--- config.mk ---
export PLATFORM = sky130hd
export DESIGN_NAME = afm_monitor
export DESIGN_NICKNAME = d
export VERILOG_FILES = /design/src/afm_pkg.sv /design/src/afm_latch.sv /design/src/afm_monitor.sv
export SDC_FILE = /design/constraint.sdc
export NUM_CORES = 1
export LEC_CHECK = 0
export BUFFER_PORTS_ARGS = -buffer_cell sky130_fd_sc_hd__clkbuf_2
export CORE_UTILIZATION = 57
export DETAILED_ROUTE_END_ITERATION = 6
export PLACE_DENSITY = 0.82
export SETUP_SLACK_MARGIN = 0.3
export SLEW_MARGIN = 30
export SYNTH_ARGS = -nofsm -noshare
export SYNTH_HDL_FRONTEND = slang
export SYNTH_SLANG_ARGS = --single-unit
--- constraint.sdc ---
create_clock -name i_clock -period 4.35 [get_ports i_clock]
set_clock_uncertainty 0.1 [all_clocks]
set_input_delay 0.2175 -clock i_clock [delete_from_list [all_inputs] [get_ports i_clock]]
set_output_delay 0.2175 -clock i_clock [all_outputs]
set_load 0.02 [all_outputs]
--- src/afm_pkg.sv ---
// package of constants for the amplifier fault monitor
package afm_pkg;
	// fault report selectors
	localparam logic [1:0] SEL_BASIC = 2'h0;
	localparam logic [1:0] SEL_CONT = 2'h2;
	localparam logic [1:0] SEL_LOCK = 2'h3;
	// bit positions in the basic fault report
	localparam int BIT_UNDER_V = 0;
	localparam int BIT_OVER_V = 1;
	localparam int BIT_OVER_I = 2;
	localparam int BIT_OVER_T = 3;
	// answer values
	localparam logic [7:0] REPORT_LOCKED = 8'h03;
	localparam logic [7:0] REPORT_CLEAR = 8'h00;
	localparam logic [7:0] REPORT_CONT = 8'h01;
	// recovery delay argument and its time unit (ms)
	localparam int DELAY_ARG_MIN = 2;
	localparam int DELAY_UNIT_NS = 1000000;
	localparam int CLK_PERIOD_NS = 10;
	localparam int DELAY_UNIT_CYC = DELAY_UNIT_NS / CLK_PERIOD_NS;
	// recovery sequence states
	typedef enum logic [2:0] {
		REC_IDLE = 3'h1,
		REC_DISABLED = 3'h2,
		REC_WAITED = 3'h4
	} afm_rec_type;
endpackage
--- src/afm_latch.sv ---
// sticky event flag with set priority over clear
`timescale 1ns/10ps
module afm_latch (
	// clock and reset
	input wire logic i_clock,
	input wire logic i_rst_n,
	// control
	input wire logic i_set,
	input wire logic i_clear,
	// state
	output logic o_flag
);
	logic flag_ff;
	// set wins so an event in the clear cycle is kept
	always_ff @(posedge i_clock) begin
		if (!i_rst_n) begin
			flag_ff <= 1'b0;
		end else if (i_set) begin
			flag_ff <= 1'b1;
		end else if (i_clear) begin
			flag_ff <= 1'b0;
		end
	end
	assign o_flag = flag_ff;
endmodule // afm_latch

--- src/afm_monitor.sv ---
// amplifier fault monitor: detection, report, lockout and handler request
//
// Behaviour
// RULE1: detect over/under-voltage, over-temperature, over-current in brush and brushless modes.
// RULE2: report selector zero returns eight bits flagging under/over-voltage, over-current, temperature.
// RULE3: report selector two shows whether current exceeded continuous setting.
// RULE4: lockout makes selector three report 3 and starts fault handler.
// RULE5: lockout shuts amplifier off in hardware, axis left drive-disabled.
// RULE6: recovery is disable, delay argument 2, re-enable; or a reset.
// RULE7: thread zero with handler label present jumps to handler on fault.
// RULE8: reading the report only reports; it raises no error.
// RULE9: lockout users should set disable-on-fault on all axes.
// RULE10: lockout shutdown stays latched until recovery completes or reset.
`timescale 1ns/10ps
module afm_monitor
#(
	parameter int DELAY_UNIT_CYCLES = afm_pkg::DELAY_UNIT_CYC
) (
	// clock and reset
	input wire logic i_clock,
	input wire logic i_rst_n,
	// raw amplifier sensor conditions
	input wire logic i_under_voltage,
	input wire logic i_over_voltage,
	input wire logic i_over_current,
	input wire logic i_over_temperature,
	input wire logic i_above_continuous,
	input wire logic i_brushless_mode,
	// emergency lockout, active high when triggered
	input wire logic i_emergency_lockout_input,
	// operator commands, one-cycle pulses
	input wire logic i_drive_disable_cmd,
	input wire logic i_delay_cmd,
	input wire logic [15:0] i_delay_arg,
	input wire logic i_drive_reenable_cmd,
	// fault report query
	input wire logic i_report_req,
	input wire logic [1:0] i_report_sel,
	// program state
	input wire logic i_thread0_running,
	input wire logic i_handler_present,
	// outputs
	output logic [7:0] o_amplifier_fault_report,
	output logic o_report_valid,
	output logic o_amp_enable,
	output logic o_lockout_active,
	output logic o_amplifier_fault_handler
);
	import afm_pkg::*;

	// ---------------------------------------------
	// fault flags
	// ---------------------------------------------
	logic [3:0] raw_fault;
	logic [3:0] fault_flag;
	logic cont_flag;
	logic lock_flag;
	logic clear_faults;
	logic rec_done;
	logic drive_on_ff;
	logic nxt_drive_on;
	afm_rec_type rec_ff;
	afm_rec_type nxt_rec;
	logic [31:0] wait_cnt_ff;
	logic [31:0] wait_target_ff;
	logic lock_prev_ff;
	logic [3:0] fault_prev_ff;
	logic [7:0] report_ff;
	logic valid_ff;
	logic handler_ff;

	// same detection path regardless of commutation mode
	assign raw_fault[BIT_UNDER_V] = i_under_voltage; // RULE1
	assign raw_fault[BIT_OVER_V] = i_over_voltage; // RULE1
	assign raw_fault[BIT_OVER_I] = i_over_current; // RULE1
	assign raw_fault[BIT_OVER_T] = i_over_temperature; // RULE1

	// sticky flags drop when the drive is re-enabled after recovery
	assign clear_faults = rec_done;

	genvar g;
	generate
		for (g = 0; g < 4; g++) begin : g_fault
			afm_latch u_latch (
				.i_clock(i_clock),
				.i_rst_n(i_rst_n),
				.i_set(raw_fault[g]),
				.i_clear(clear_faults),
				.o_flag(fault_flag[g])
			);
		end
	endgenerate

	// continuous current excess, sticky
	afm_latch u_cont (
		.i_clock(i_clock),
		.i_rst_n(i_rst_n),
		.i_set(i_above_continuous),
		.i_clear(clear_faults),
		.o_flag(cont_flag)
	);

	// lockout held until recovery even if input releases
	afm_latch u_lock (
		.i_clock(i_clock),
		.i_rst_n(i_rst_n),
		.i_set(i_emergency_lockout_input), // RULE10
		.i_clear(rec_done), // RULE10
		.o_flag(lock_flag)
	);

	// ---------------------------------------------
	// recovery sequence
	// ---------------------------------------------
	// re-enable only completes after disable then a long enough delay
	always_comb begin
		nxt_rec = rec_ff;
		rec_done = 1'b0;
		case (rec_ff)
			REC_IDLE: begin
				if (i_drive_disable_cmd) nxt_rec = REC_DISABLED; // RULE6
			end
			REC_DISABLED: begin
				if (i_delay_cmd && i_delay_arg >= 16'(DELAY_ARG_MIN)
						&& wait_cnt_ff == 32'h0) begin
					nxt_rec = REC_WAITED; // RULE6
				end
			end
			REC_WAITED: begin
				if (i_drive_reenable_cmd && wait_cnt_ff == 32'h0) begin
					rec_done = 1'b1; // RULE6
					nxt_rec = REC_IDLE;
				end else if (i_drive_disable_cmd) begin
					nxt_rec = REC_DISABLED;
				end
			end
			default: nxt_rec = REC_IDLE;
		endcase
	end

	always_ff @(posedge i_clock) begin
		if (!i_rst_n) begin
			rec_ff <= REC_IDLE;
		end else begin
			rec_ff <= nxt_rec;
		end
	end

	// delay counter loads on a delay command in REC_DISABLED, counts down in cycles
	always_ff @(posedge i_clock) begin
		if (!i_rst_n) begin
			wait_cnt_ff <= 32'h0;
		end else if (i_delay_cmd && rec_ff == REC_DISABLED) begin
			wait_cnt_ff <= 32'(i_delay_arg) * 32'(DELAY_UNIT_CYCLES);
		end else if (wait_cnt_ff != 32'h0) begin
			wait_cnt_ff <= wait_cnt_ff - 32'h1;
		end
	end

	// ---------------------------------------------
	// amplifier enable
	// ---------------------------------------------
	// lockout overrides any software enable at the hardware level
	always_comb begin
		nxt_drive_on = drive_on_ff;
		if (i_drive_disable_cmd) nxt_drive_on = 1'b0;
		else if (i_drive_reenable_cmd && (!lock_flag || rec_done)) nxt_drive_on = 1'b1;
		if (i_emergency_lockout_input) nxt_drive_on = 1'b0; // RULE5
	end

	always_ff @(posedge i_clock) begin
		if (!i_rst_n) begin
			drive_on_ff <= 1'b0;
		end else begin
			drive_on_ff <= nxt_drive_on;
		end
	end

	assign o_amp_enable = drive_on_ff && !lock_flag; // RULE5
	assign o_lockout_active = lock_flag;

	// ---------------------------------------------
	// fault report query
	// ---------------------------------------------
	// query only reads flags; nothing here feeds the handler
	always_ff @(posedge i_clock) begin
		if (!i_rst_n) begin
			report_ff <= REPORT_CLEAR;
			valid_ff <= 1'b0;
		end else begin
			valid_ff <= i_report_req; // RULE8
			if (i_report_req) begin
				case (i_report_sel)
					SEL_BASIC: report_ff <= {4'h0, fault_flag}; // RULE2
					SEL_CONT: report_ff <= cont_flag ? REPORT_CONT : REPORT_CLEAR; // RULE3
					SEL_LOCK: report_ff <= lock_flag ? REPORT_LOCKED : REPORT_CLEAR; // RULE4
					default: report_ff <= REPORT_CLEAR;
				endcase
			end
		end
	end
	assign o_amplifier_fault_report = report_ff;
	assign o_report_valid = valid_ff;

	// ---------------------------------------------
	// fault handler request
	// ---------------------------------------------
	// one pulse for each cycle in which a fault or the lockout newly latches, so a lockout
	// still reaches the handler even while an older fault is standing
	logic any_fault;
	assign any_fault = |(fault_flag & ~fault_prev_ff) || (lock_flag && !lock_prev_ff);

	always_ff @(posedge i_clock) begin
		if (!i_rst_n) begin
			fault_prev_ff <= 4'h0;
			lock_prev_ff <= 1'b0;
			handler_ff <= 1'b0;
		end else begin
			fault_prev_ff <= fault_flag;
			lock_prev_ff <= lock_flag;
			handler_ff <= any_fault
				&& i_thread0_running && i_handler_present; // RULE7 RULE4
		end
	end
	assign o_amplifier_fault_handler = handler_ff;

	// brushless mode kept for visibility only, detection does not depend on it
	logic unused_ok;
	assign unused_ok = i_brushless_mode;
endmodule // afm_monitor

==> flow_metrics.py, run 1 <==
metrics = {
    "status": {
        "status": "finished clean",
    },
    "synthesis": {
        "synth_cell_types": 71,
        "synth_top_area_cell": "ha_1",
        "ys_top_cells_by_area": "ha_1 24%, dfxtp_1 17%, fa_1 12%",
        "synth_area_per_cell_um2": 8.58,
        "ys_warn_count": 0,
        "synth-seq-area-share": 0.171,
        "syn_inst": 725,
        "synthFlopType": "dfxtp_1",
        "synth.cell_area_mm2": 0.00622,
        "synth_top_area_share": 0.239,
        "synthArstFlopShare": 0,
        "synth_edf_count": 0,
        "synth_common_cells": "127 x inv_1, 119 x ha_1, 53 x dfxtp_1",
        "ys_ff_latch": 53,
        "synth.most_common_cell": "inv_1",
    },
    "sta": {
        "setup_viol": 0,
        "grt_setup_unrepaired": "yes",
        "slew_headroom": 0.510,
        "drv_slew": 0,
        "layout_setup_ws_ns": 0.351,
        "hold_viol_final": 0,
        "hold_ws_ns": 0.0237,
        "worstMarginPinSlew_ns": 0.734,
        "finalCritPeriodShare": 0.919,
        "fmax_ghz": 0.250,
        "finalCriticalPeriod_ns": 4.00,
    },
    "worst_setup_path": {
        "critPathArrivalTime_ns": 4.14,
        "r2r-start": "wait_cnt_ff[24]",
        "start_kind": "input port",
        "reg2reg_depth": 7,
        "crit_type": "in -> reg",
        "critPathRequiredTime_ns": 4.49,
        "timing.rr.end": "wait_cnt_ff[27]",
        "crit_path_end_kind": "register",
        "cp_max_fo": 4,
        "rrSetupSlack_ns": 1.69,
    },
    "power_and_ir_drop": {
        "p_int_w": 0.00254,
        "pwr-share-comb": 0.779,
        "p_leak_nw": 3.71,
        "pwr_density_cell_mw_per_mm2": 633,
        "ir_drop_mv": 0.347,
        "power_frac_clock": 0.069,
        "switchingPower_w": 0.00230,
        "pwr-share-seq": 0.151,
        "switching_share": 0.475,
    },
    "floorplanning": {
        "die_y_um": 106,
        "core_mm2": 0.0105,
        "rows": 37,
        "ioPinCount": 45,
        "die_w_um": 106,
        "die_area_mm2": 0.0113,
        "initial_core_util": 0.595,
    },
    "cts": {
        "cts_buffer_depth": 2,
        "cts_buffers": 5,
        "htree_num_levels": 2,
        "clock-sinks": 53,
        "cts_tree": "done",
        "clk_pin_slew_worst_paths_ns": 0.10,
        "clk_latency_ns": 0.31,
        "clockRootBuffer": "clkbuf_8",
    },
    "cells_and_area": {
        "final_layout_size_suffix_gt1_frac": 0.254,
        "area_delta_synth_final_pct": 22.9,
        "diodes": 0,
        "fill_cells": 749,
        "final_nets": 998,
    },
    "placement": {
        "gp_congestion": 0.917,
        "hpwl_um": 12100,
        "post-place-ws_ns": -0.178,
        "portBuffers": 39,
    },
    "worst_hold_path": {
        "hold_path.class": "in -> reg",
        "min_path_cells": 3,
        "min_to": "o_amplifier_fault_handler",
        "min_from": "i_thread0_running",
    },
    "detailed_routing": {
        "vias": 5389,
        "post_drt_wl_per_cell_um": 16.5,
        "ant_nets": 0,
        "first_pass_iters": 4,
        "drc": 0,
        "drt_iter0_markers": 331,
        "wl_um": 15600,
        "viasPerCell": 5.69,
    },
    "grt": {
        "grt_pass1_vias": 5502,
        "met2_usage": 0.501,
        "grt_start_max_net_pins": 44,
        "grt_pass1_wl_um": 24200,
        "grt.total_usage": 0.266,
        "grt.overflow.total": 0,
        "use_met3": 0.0251,
        "met1_usage": 0.303,
        "top_usage_layer": "met2",
        "antenna_found_initial": 0,
    },
    "run": {
        "drv_cap": 0,
    },
}
-- flip-flops by register name, indices dropped and copies added, names as in the netlist --
register,cells
o_amplifier_fault_handler,1
lock_prev_ff,1
o_amplifier_fault_report,4
rec_ff,3
fault_prev_ff,4
wait_cnt_ff,32
g_fault.u_latch.o_flag,4
u_lock.o_flag,1
u_cont.o_flag,1
o_report_valid,1
drive_on_ff,1
-- power groups by stage --
stage / Clock [W] / Sequential, W / Combinational [W]
final: 0.000335 / 0.000732 / 0.00377
after floorplan: 0 / 0.000713 / 0.00243
after global placement: 0 / 0.000723 / 0.00311
after detailed placement: 0 / 0.000736 / 0.00325
after CTS: 0.000336 / 0.000729 / 0.00335
after global routing: 0.000352 / 0.000746 / 0.00413
-- placed cells by master, fill, tap and decap left out, types with 4 or more instances in the layout --
cell type	count
a31oi_1	5
conb_1	4
nand4_1	5
nor3_1	15
o21ai_0	18
o211a_1	4
nand2_1	44
nand2b_1	9
or4_1	4
xnor2_1	31
clkbuf_2	31
and3_1	4
inv_2	15
a21boi_0	6
and2_1	11
ha_2	6
o21a_1	5
o22ai_1	6
dfxtp_1	53
clkbuf_8	8
ha_1	86
nor2b_1	11
nand3_1	13
a21oi_1	29
or3_1	7
buf_4	56
inv_1	110
a211oi_1	4
nor2_1	29
ha_4	27
xor2_1	17
nor4_1	9
fa_1	34
a21o_1	7
-- area by class of cell --
class / instances / area, um^2 / share of cell area
clock inverters: 3 / 43.8 / 0.00573
inverters: 127 / 482 / 0.0630
flip-flops and latches: 53 / 1060 / 0.139
repair buffers: 95 / 668 / 0.0874
multi-input cells: 528 / 5150 / 0.674
well taps: 136 / 170 / 0.0223
clock buffers: 5 / 68.8 / 0.00900
-- worst max-delay path, cell delays in order --
cell	delay, ns
clkbuf_2	0.15
ha_4	0.29
buf_4	0.10
nand2_1	0.07
xnor2_1	0.17
ha_1	0.27
ha_1	0.29
inv_1	0.06
fa_1	0.52
inv_1	0.07
ha_4	0.24
nor2b_2	0.15
o2111a_1	0.27
o211ai_1	0.37
a41oi_4	0.21
o311a_4	0.44
nor2_1	0.11
o2bb2ai_1	0.12
-- how the worst max path moves through the flow --
| stage | start | endpoint | slack [ns] | depth (start not counted) |
|---|---|---|---|---|
| 2_1_floorplan | i_delay_arg[12] | wait_cnt_ff[31] | 0.30 | 16 |
| 3_3_place_gp | i_delay_arg[6] | wait_cnt_ff[30] | 0.03 | 19 |
| 3_5_place_dp | i_delay_arg[6] | wait_cnt_ff[30] | -0.18 | 19 |
| 4_1_cts | i_delay_arg[5] | wait_cnt_ff[30] | 0.30 | 19 |
| 5_1_grt | i_delay_arg[1] | wait_cnt_ff[26] | 0.22 | 18 |
| 6_report | i_delay_arg[1] | wait_cnt_ff[26] | 0.35 | 18 |
-- per-stage QoR --
step           cell area (um^2)  setup TNS, ns  total power, W   util  cells
2_1_floorplan              6350              0         0.00314      -    728
3_3_place_gp               6980              0         0.00384  0.667    932
3_5_place_dp               6980         -0.496         0.00399  0.667    932
4_1_cts                    7210              0         0.00441  0.689    942
5_1_grt                    7650              0         0.00523  0.731    947
6_report                   7650              0         0.00484  0.731    947
-- repair_timing --
action,CTS,global route
gates resized for setup,15,82
endpoints found under the hold margin,1,0
pin swaps,6,33
setup endpoints to repair,5,13
buffers inserted,1,5
hold buffers,1,0
-- routing by layer --
metal | part of all wire | wire length, um
met1 | 0.41 | 6370
met2 | 0.53 | 8240
met3 | 0.035 | 552
met4 | 0.027 | 428
met5 | 0 | 0
-- kinds of logic after synthesis --
family | synth area share
AO/OA/AOI/OAI | 0.130
XOR/XNOR | 0.0732
adder cells (fa/ha/maj) | 0.355
buffers and inverters | 0.0935
flip-flops | 0.171
multiplexers | 0.00342
other | 0.000603
AND/OR/NAND/NOR | 0.174
Note: power is estimated with default switching activity, not from simulation.
==> run 2: changes to the inputs <==
--- a/config.mk
+++ b/config.mk
@@ -5,6 +5,7 @@
 export SDC_FILE = /design/constraint.sdc
 export NUM_CORES = 1
 export LEC_CHECK = 0
+export ABC_AREA = 1
 export BUFFER_PORTS_ARGS = -buffer_cell sky130_fd_sc_hd__clkbuf_2
 export CORE_UTILIZATION = 57
 export DETAILED_ROUTE_END_ITERATION = 6
==> run 2 against run 1 <==
Sequential cell count unchanged. Worst setup slack gained 0.017 ns. Wire length up 10%. Critical endpoint is now wait_cnt_ff[30]. Clock-buffer cell count is the same. Sequential share of layout area decreased by 0.47 points. Cell area is 3.5% higher. Clock power is 26% higher. Area after synthesis rose by 12%. Maximum frequency rose by 0.42%. Critical path type unchanged. Total power grew 19%.
==> flow_metrics.py, run 2 <==
metrics = {
    "cells_and_area": {
        "final_common_cell": "nand2_1",
        "final_layout_size_suffix_gt1_frac": 0.134,
        "final_cell_area_mm2": 0.00791,
        "diodes": 0,
        "largest_reg_flops": 32,
        "regMostFlops": "wait_cnt_ff",
        "final_nets": 1286,
        "area_delta_synth_final_pct": 13.2,
        "fill_cells": 1019,
        "fin_util": 0.662,
        "layout_common_cells": "242 x nand2_1, 230 x inv_1, 101 x ha_1",
        "final_cells": 1246,
    },
    "synthesis": {
        "ys_warn_count": 0,
        "synth.cell_area_mm2": 0.00699,
        "synth_area_per_cell_um2": 6.71,
        "synthFlopType": "dfxtp_1",
        "ys_ff_latch": 53,
        "synth_top_area_share": 0.213,
        "synth_cell_types": 44,
        "ys_top_cells_by_area": "ha_1 21%, dfxtp_1 15%, nand2_1 13%",
        "synth_edf_count": 0,
        "synth.most_common_cell": "nand2_1",
        "synthArstFlopShare": 0,
        "synth-seq-area-share": 0.152,
        "synth_common_cells": "250 x nand2_1, 230 x inv_1, 119 x ha_1",
        "syn_inst": 1042,
        "synth_top_area_cell": "ha_1",
    },
    "cts": {
        "htree_num_levels": 2,
        "cts_hold_buffers": 0,
        "clock-sinks": 53,
        "cts_tree": "done",
        "clk_latency_ns": 0.30,
        "clk_pin_slew_worst_paths_ns": 0.07,
        "clockRootBuffer": "clkbuf_16",
        "cts_buffer_depth": 2,
        "cts_buffers": 5,
    },
    "placement": {
        "dp.cells": 1236,
        "gp_congestion": 0.918,
        "portBuffers": 39,
        "placed_cell_area_mm2": 0.00745,
        "hpwl_um": 13500,
    },
    "power_and_ir_drop": {
        "p_total_w": 0.00577,
        "pwr_density_cell_mw_per_mm2": 728,
        "ir_drop_mv": 0.334,
        "p_leak_nw": 4.41,
    },
    "sta": {
        "finalCritPeriodShare": 0.915,
        "grt_setup_unrepaired": "no",
        "slew_headroom": 0.620,
        "setup_tns_ns": 0,
        "setup_viol": 0,
        "finalCriticalPeriod_ns": 3.98,
        "hold_viol_final": 0,
        "drv_slew": 0,
        "fmax_ghz": 0.251,
        "worstMarginPinSlew_ns": 0.568,
    },
    "worst_setup_path": {
        "start_kind": "input port",
        "critPathRequiredTime_ns": 4.43,
        "critPathArrivalTime_ns": 4.06,
        "cp_cell_sequence": "buf_2 > inv_1 > ha_4 > xor2_2 > xor2_1 > inv_1 > ha_1 > a31o_2 > fa_1 > inv_1 > fa_1 > inv_1 > ha_4 > a21oi_1 > nand2_1 > inv_1 > nand2_1 > nand2_1 > nand3_1 > nand2_1 > nand3_1 > nand2_1 > nor2_1",
        "cp_max_fo": 5,
        "reg2reg_depth": 7,
        "crit_path_max_incr_delay_ns": 0.53,
        "cp.depth": 23,
        "crit_type": "in -> reg",
        "crit_slowest_cell": "fa_1",
        "cp_num_buf_inv": 6,
        "crit_path_end_kind": "register",
        "critPathTopFamily": "adder cells",
    },
    "worst_hold_path": {
        "hold_path.class": "in -> reg",
        "min_path_cells": 3,
    },
    "status": {
        "status": "finished clean",
    },
    "detailed_routing": {
        "ant_nets": 0,
        "drc": 0,
        "first_pass_iters": 7,
        "vias": 6621,
        "viasPerCell": 5.31,
        "drt_iter0_markers": 535,
        "wl_um": 17200,
        "post_drt_wl_per_cell_um": 13.8,
    },
    "floorplanning": {
        "ioPinCount": 45,
        "die_area_mm2": 0.0127,
        "die_y_um": 113,
        "core_mm2": 0.0120,
        "initial_core_util": 0.585,
        "die_w_um": 113,
        "rows": 40,
    },
    "grt": {
        "grt_pass1_wl_um": 28200,
        "grt_start_max_net_pins": 32,
        "grt.total_usage": 0.276,
        "antenna_found_initial": 0,
        "grt_pass1_vias": 6107,
        "grt.overflow.total": 0,
    },
    "run": {
        "drv_cap": 0,
    },
}
run 2: cell types whose count changed in the layout (fill, tap and decap cells not counted), sizes merged, moves of 21 or more:
cell,delta
nand2,+209
nand3,+48
inv,+106
a21oi,+21
nor2,+84
xnor2,-26
buf,-37
run 2: through the flow:
step	setup slack, ns	hold slack, ns
5_1_grt	0.171	0.0123
3_5_place_dp	0.0136	0.329
4_1_cts	0.328	0.0125
2_1_floorplan	0.427	0.211
6_report	0.368	0.0147
3_3_place_gp	0.114	0.320
run 2: cells by family after synthesis:
kind of cell | Yosys count | share of synthesized area
and+or+nand+nor | 470 | 0.291
buffers and inverters | 246 | 0.136
adders and majority gates | 155 | 0.316
AOI/OAI and AO/OA | 97 | 0.0789
DFF | 53 | 0.152
xor gates and xnor gates | 20 | 0.0250
other | 1 | 0.000536
run 2: where the power goes:
group / total (W) / switching [W] / internal [W] / leakage [nW]
sequential: 0.000760 / 0.000131 / 0.000629 / 0.436
combinational: 0.00458 / 0.00287 / 0.00171 / 3.90
clock: 0.000421 / 0.000200 / 0.000221 / 0.0763
run 2: repair_timing:
item / in CTS / in global routing
endpoints found under the setup margin: 0 / 13
setup buffers: 0 / 2
endpoints found under the hold margin: 0 / 0
resized for setup: 0 / 54
run 2: per-layer routing:
metal  GRT usage  part of all wire  routed length [um]  vias to the layer above
li1            -                 -                   -                     3341
met1       0.384              0.45                7810                     3009
met2       0.447              0.45                7790                      218
met3      0.0380             0.058                 998                       53
met4      0.0764             0.034                 579                        0
met5           0                 0                   0                        -
run 2: final timing paths:
path	start	end	slack, ns
setup / recovery	i_delay_arg[5]	wait_cnt_ff[30]	0.37
hold / removal	i_under_voltage	g_fault[0].u_latch.o_flag	0.01
setup reg to reg	rec_ff[1]	wait_cnt_ff[4]	2.13
hold reg to reg	drive_on_ff	drive_on_ff	0.37
run 2: worst register-to-register path: stages, from the launching register on:
cell and delay, ns:
dfxtp_1 0.39, inv_1 0.10, nor3_2 0.24, nand2_2 0.41
inv_2 0.49, nor2_1 0.13, inv_1 0.17, a211oi_1 0.07
run 2: area by class of cell:
cell class,count,area [um^2],area share
clock buffer,5,125,0.0158
tap,147,184,0.0232
sequential,53,1060,0.134
multi-input combinational,746,5290,0.668
timing repair buffer,60,355,0.0449
clock inverter,3,28.8,0.00364
inverter,232,873,0.110
==> run 3: changes to the inputs <==
--- a/config.mk
+++ b/config.mk
@@ -10,8 +10,8 @@
 export CORE_UTILIZATION = 57
 export DETAILED_ROUTE_END_ITERATION = 6
 export PLACE_DENSITY = 0.82
+export RECOVER_POWER = 100
 export SETUP_SLACK_MARGIN = 0.3
-export SLEW_MARGIN = 30
 export SYNTH_ARGS = -nofsm -noshare
 export SYNTH_HDL_FRONTEND = slang
 export SYNTH_SLANG_ARGS = --single-unit
==> run 3 against run 2 <==
Cell count unchanged. Clock power about the same. Die area unchanged. Clock-buffer cell count unchanged. Sequential share of layout area increased by 0.14 points. First-iteration DRC count decreased by 4.5%. Sequential cell count unchanged. Core utilization decreased by 0.69 points. Largest power group unchanged.
==> flow_metrics.py, run 3 (synthesized netlist as in run 2, its figures left out) <==
metrics = {
    "run": {
        "drv_cap": 0,
    },
    "worst_setup_path": {
        "crit_path_end_kind": "register",
        "critPathArrivalTime_ns": 4.13,
        "cp_max_fo": 5,
        "crit_type": "in -> reg",
        "start_kind": "input port",
        "critPathRequiredTime_ns": 4.43,
    },
    "cells_and_area": {
        "largest_reg_flops": 32,
        "fin_util": 0.655,
        "diodes": 0,
        "multi_input_area_mm2": 0.00522,
        "final_layout_size_suffix_gt1_frac": 0.114,
        "final_common_cell": "nand2_1",
        "seq_area_mm2": 0.00106,
        "area_delta_synth_final_pct": 12.0,
        "final_nets": 1286,
        "fill_cells": 1041,
        "regMostFlops": "wait_cnt_ff",
        "layout_common_cells": "245 x nand2_1, 230 x inv_1, 102 x ha_1",
        "final_cells": 1246,
    },
    "sta": {
        "fmax_ghz": 0.247,
        "hold_viol_final": 0,
        "worstMarginPinSlew_ns": 0.910,
        "layout_setup_ws_ns": 0.305,
        "setup_viol": 0,
        "finalCritPeriodShare": 0.930,
        "drv_slew": 0,
        "grt_setup_unrepaired": "no",
        "finalCriticalPeriod_ns": 4.04,
        "slew_headroom": 0.393,
        "setup_tns_ns": 0,
    },
    "power_and_ir_drop": {
        "pwr_density_cell_mw_per_mm2": 720,
        "p_total_w": 0.00564,
        "ir_drop_mv": 0.325,
        "p_leak_nw": 4.35,
    },
    "placement": {
        "dp.cells": 1236,
        "gp_congestion": 0.918,
        "portBuffers": 39,
        "post-place-ws_ns": 0.0136,
        "hpwl_um": 13500,
    },
    "grt": {
        "grt_pass1_vias": 6107,
        "grt.overflow.total": 0,
        "grt.total_usage": 0.276,
        "grt_start_max_net_pins": 32,
        "antenna_found_initial": 0,
        "grt_pass1_wl_um": 28200,
    },
    "status": {
        "status": "finished clean",
    },
    "floorplanning": {
        "ioPinCount": 45,
        "die_y_um": 113,
        "die_w_um": 113,
        "core_mm2": 0.0120,
        "die_area_mm2": 0.0127,
        "initial_core_util": 0.585,
        "rows": 40,
    },
    "cts": {
        "cts_tree": "done",
        "cts_hold_buffers": 0,
        "clk_pin_slew_worst_paths_ns": 0.07,
        "cts_buffers": 5,
        "clock-sinks": 53,
        "clk_latency_ns": 0.31,
        "htree_num_levels": 2,
        "clockRootBuffer": "clkbuf_16",
        "cts_buffer_depth": 2,
    },
    "detailed_routing": {
        "viasPerCell": 5.32,
        "post_drt_wl_per_cell_um": 13.8,
        "first_pass_iters": 7,
        "ant_nets": 0,
        "wl_um": 17200,
        "drt_iter0_markers": 511,
        "vias": 6623,
        "drc": 0,
    },
    "worst_hold_path": {
        "hold_path.class": "in -> reg",
    },
}
run 3: repair_timing:
item,4_1_cts,5_1_grt
setup buffers,0,2
gates resized for setup,0,54
endpoints found under the setup margin,0,13
run 3: worst max-delay path, stage by stage:
cell and delay, ns:
clkbuf_2 0.11, clkbuf_1 0.26, ha_1 0.27, xor2_2 0.18
xor2_1 0.17, inv_1 0.09, ha_1 0.19, a31o_2 0.24
fa_1 0.51, inv_1 0.06, fa_1 0.53, inv_1 0.07
ha_4 0.26, a21oi_1 0.22, nand2_1 0.13, inv_1 0.08
nand2_1 0.05, nand2_1 0.09, nand3_1 0.08, nand2_1 0.06
nand3_1 0.10, nand2_1 0.09, nor2_1 0.04
run 3: path summary, 6_finish.rpt:
path / end / startpoint / cells after the start / slack [ns]
max reg2reg: wait_cnt_ff[30] / wait_cnt_ff[0] / 11 / 0.91
min reg2reg: drive_on_ff / drive_on_ff / 2 / 0.36
min: g_fault[0].u_latch.o_flag / i_under_voltage / 3 / 0.01
max: wait_cnt_ff[30] / i_delay_arg[3] / 23 / 0.31
run 3: power breakdown:
part / switching [W] / leakage (nW) / internal (W)
combinational: 0.00279 / 3.84 / 0.00166
clock: 0.000203 / 0.0763 / 0.000221
sequential: 0.000131 / 0.436 / 0.000629
run 3: layout make-up:
class | instances | share of cell area
tap | 147 | 0.0235
multi-input combinational | 746 | 0.667
timing repair buffer | 60 | 0.0435
clock buffer | 5 | 0.0160
inverter | 232 | 0.111
sequential | 53 | 0.135
clock inverter | 3 | 0.00367
run 3: per-layer routing:
metal	track usage	routed length [um]
met1	0.384	7790
met2	0.447	7730
met3	0.0380	1090
met4	0.0764	590
met5	0	0
run 3: metrics by stage:
stage / hold WS [ns] / instance area, um^2
after floorplan: 0.211 / 7000
after global placement: 0.320 / 7450
after detailed placement: 0.329 / 7450
after CTS: 0.0125 / 7600
after global routing: 0.0123 / 7830
final: 0.0144 / 7830
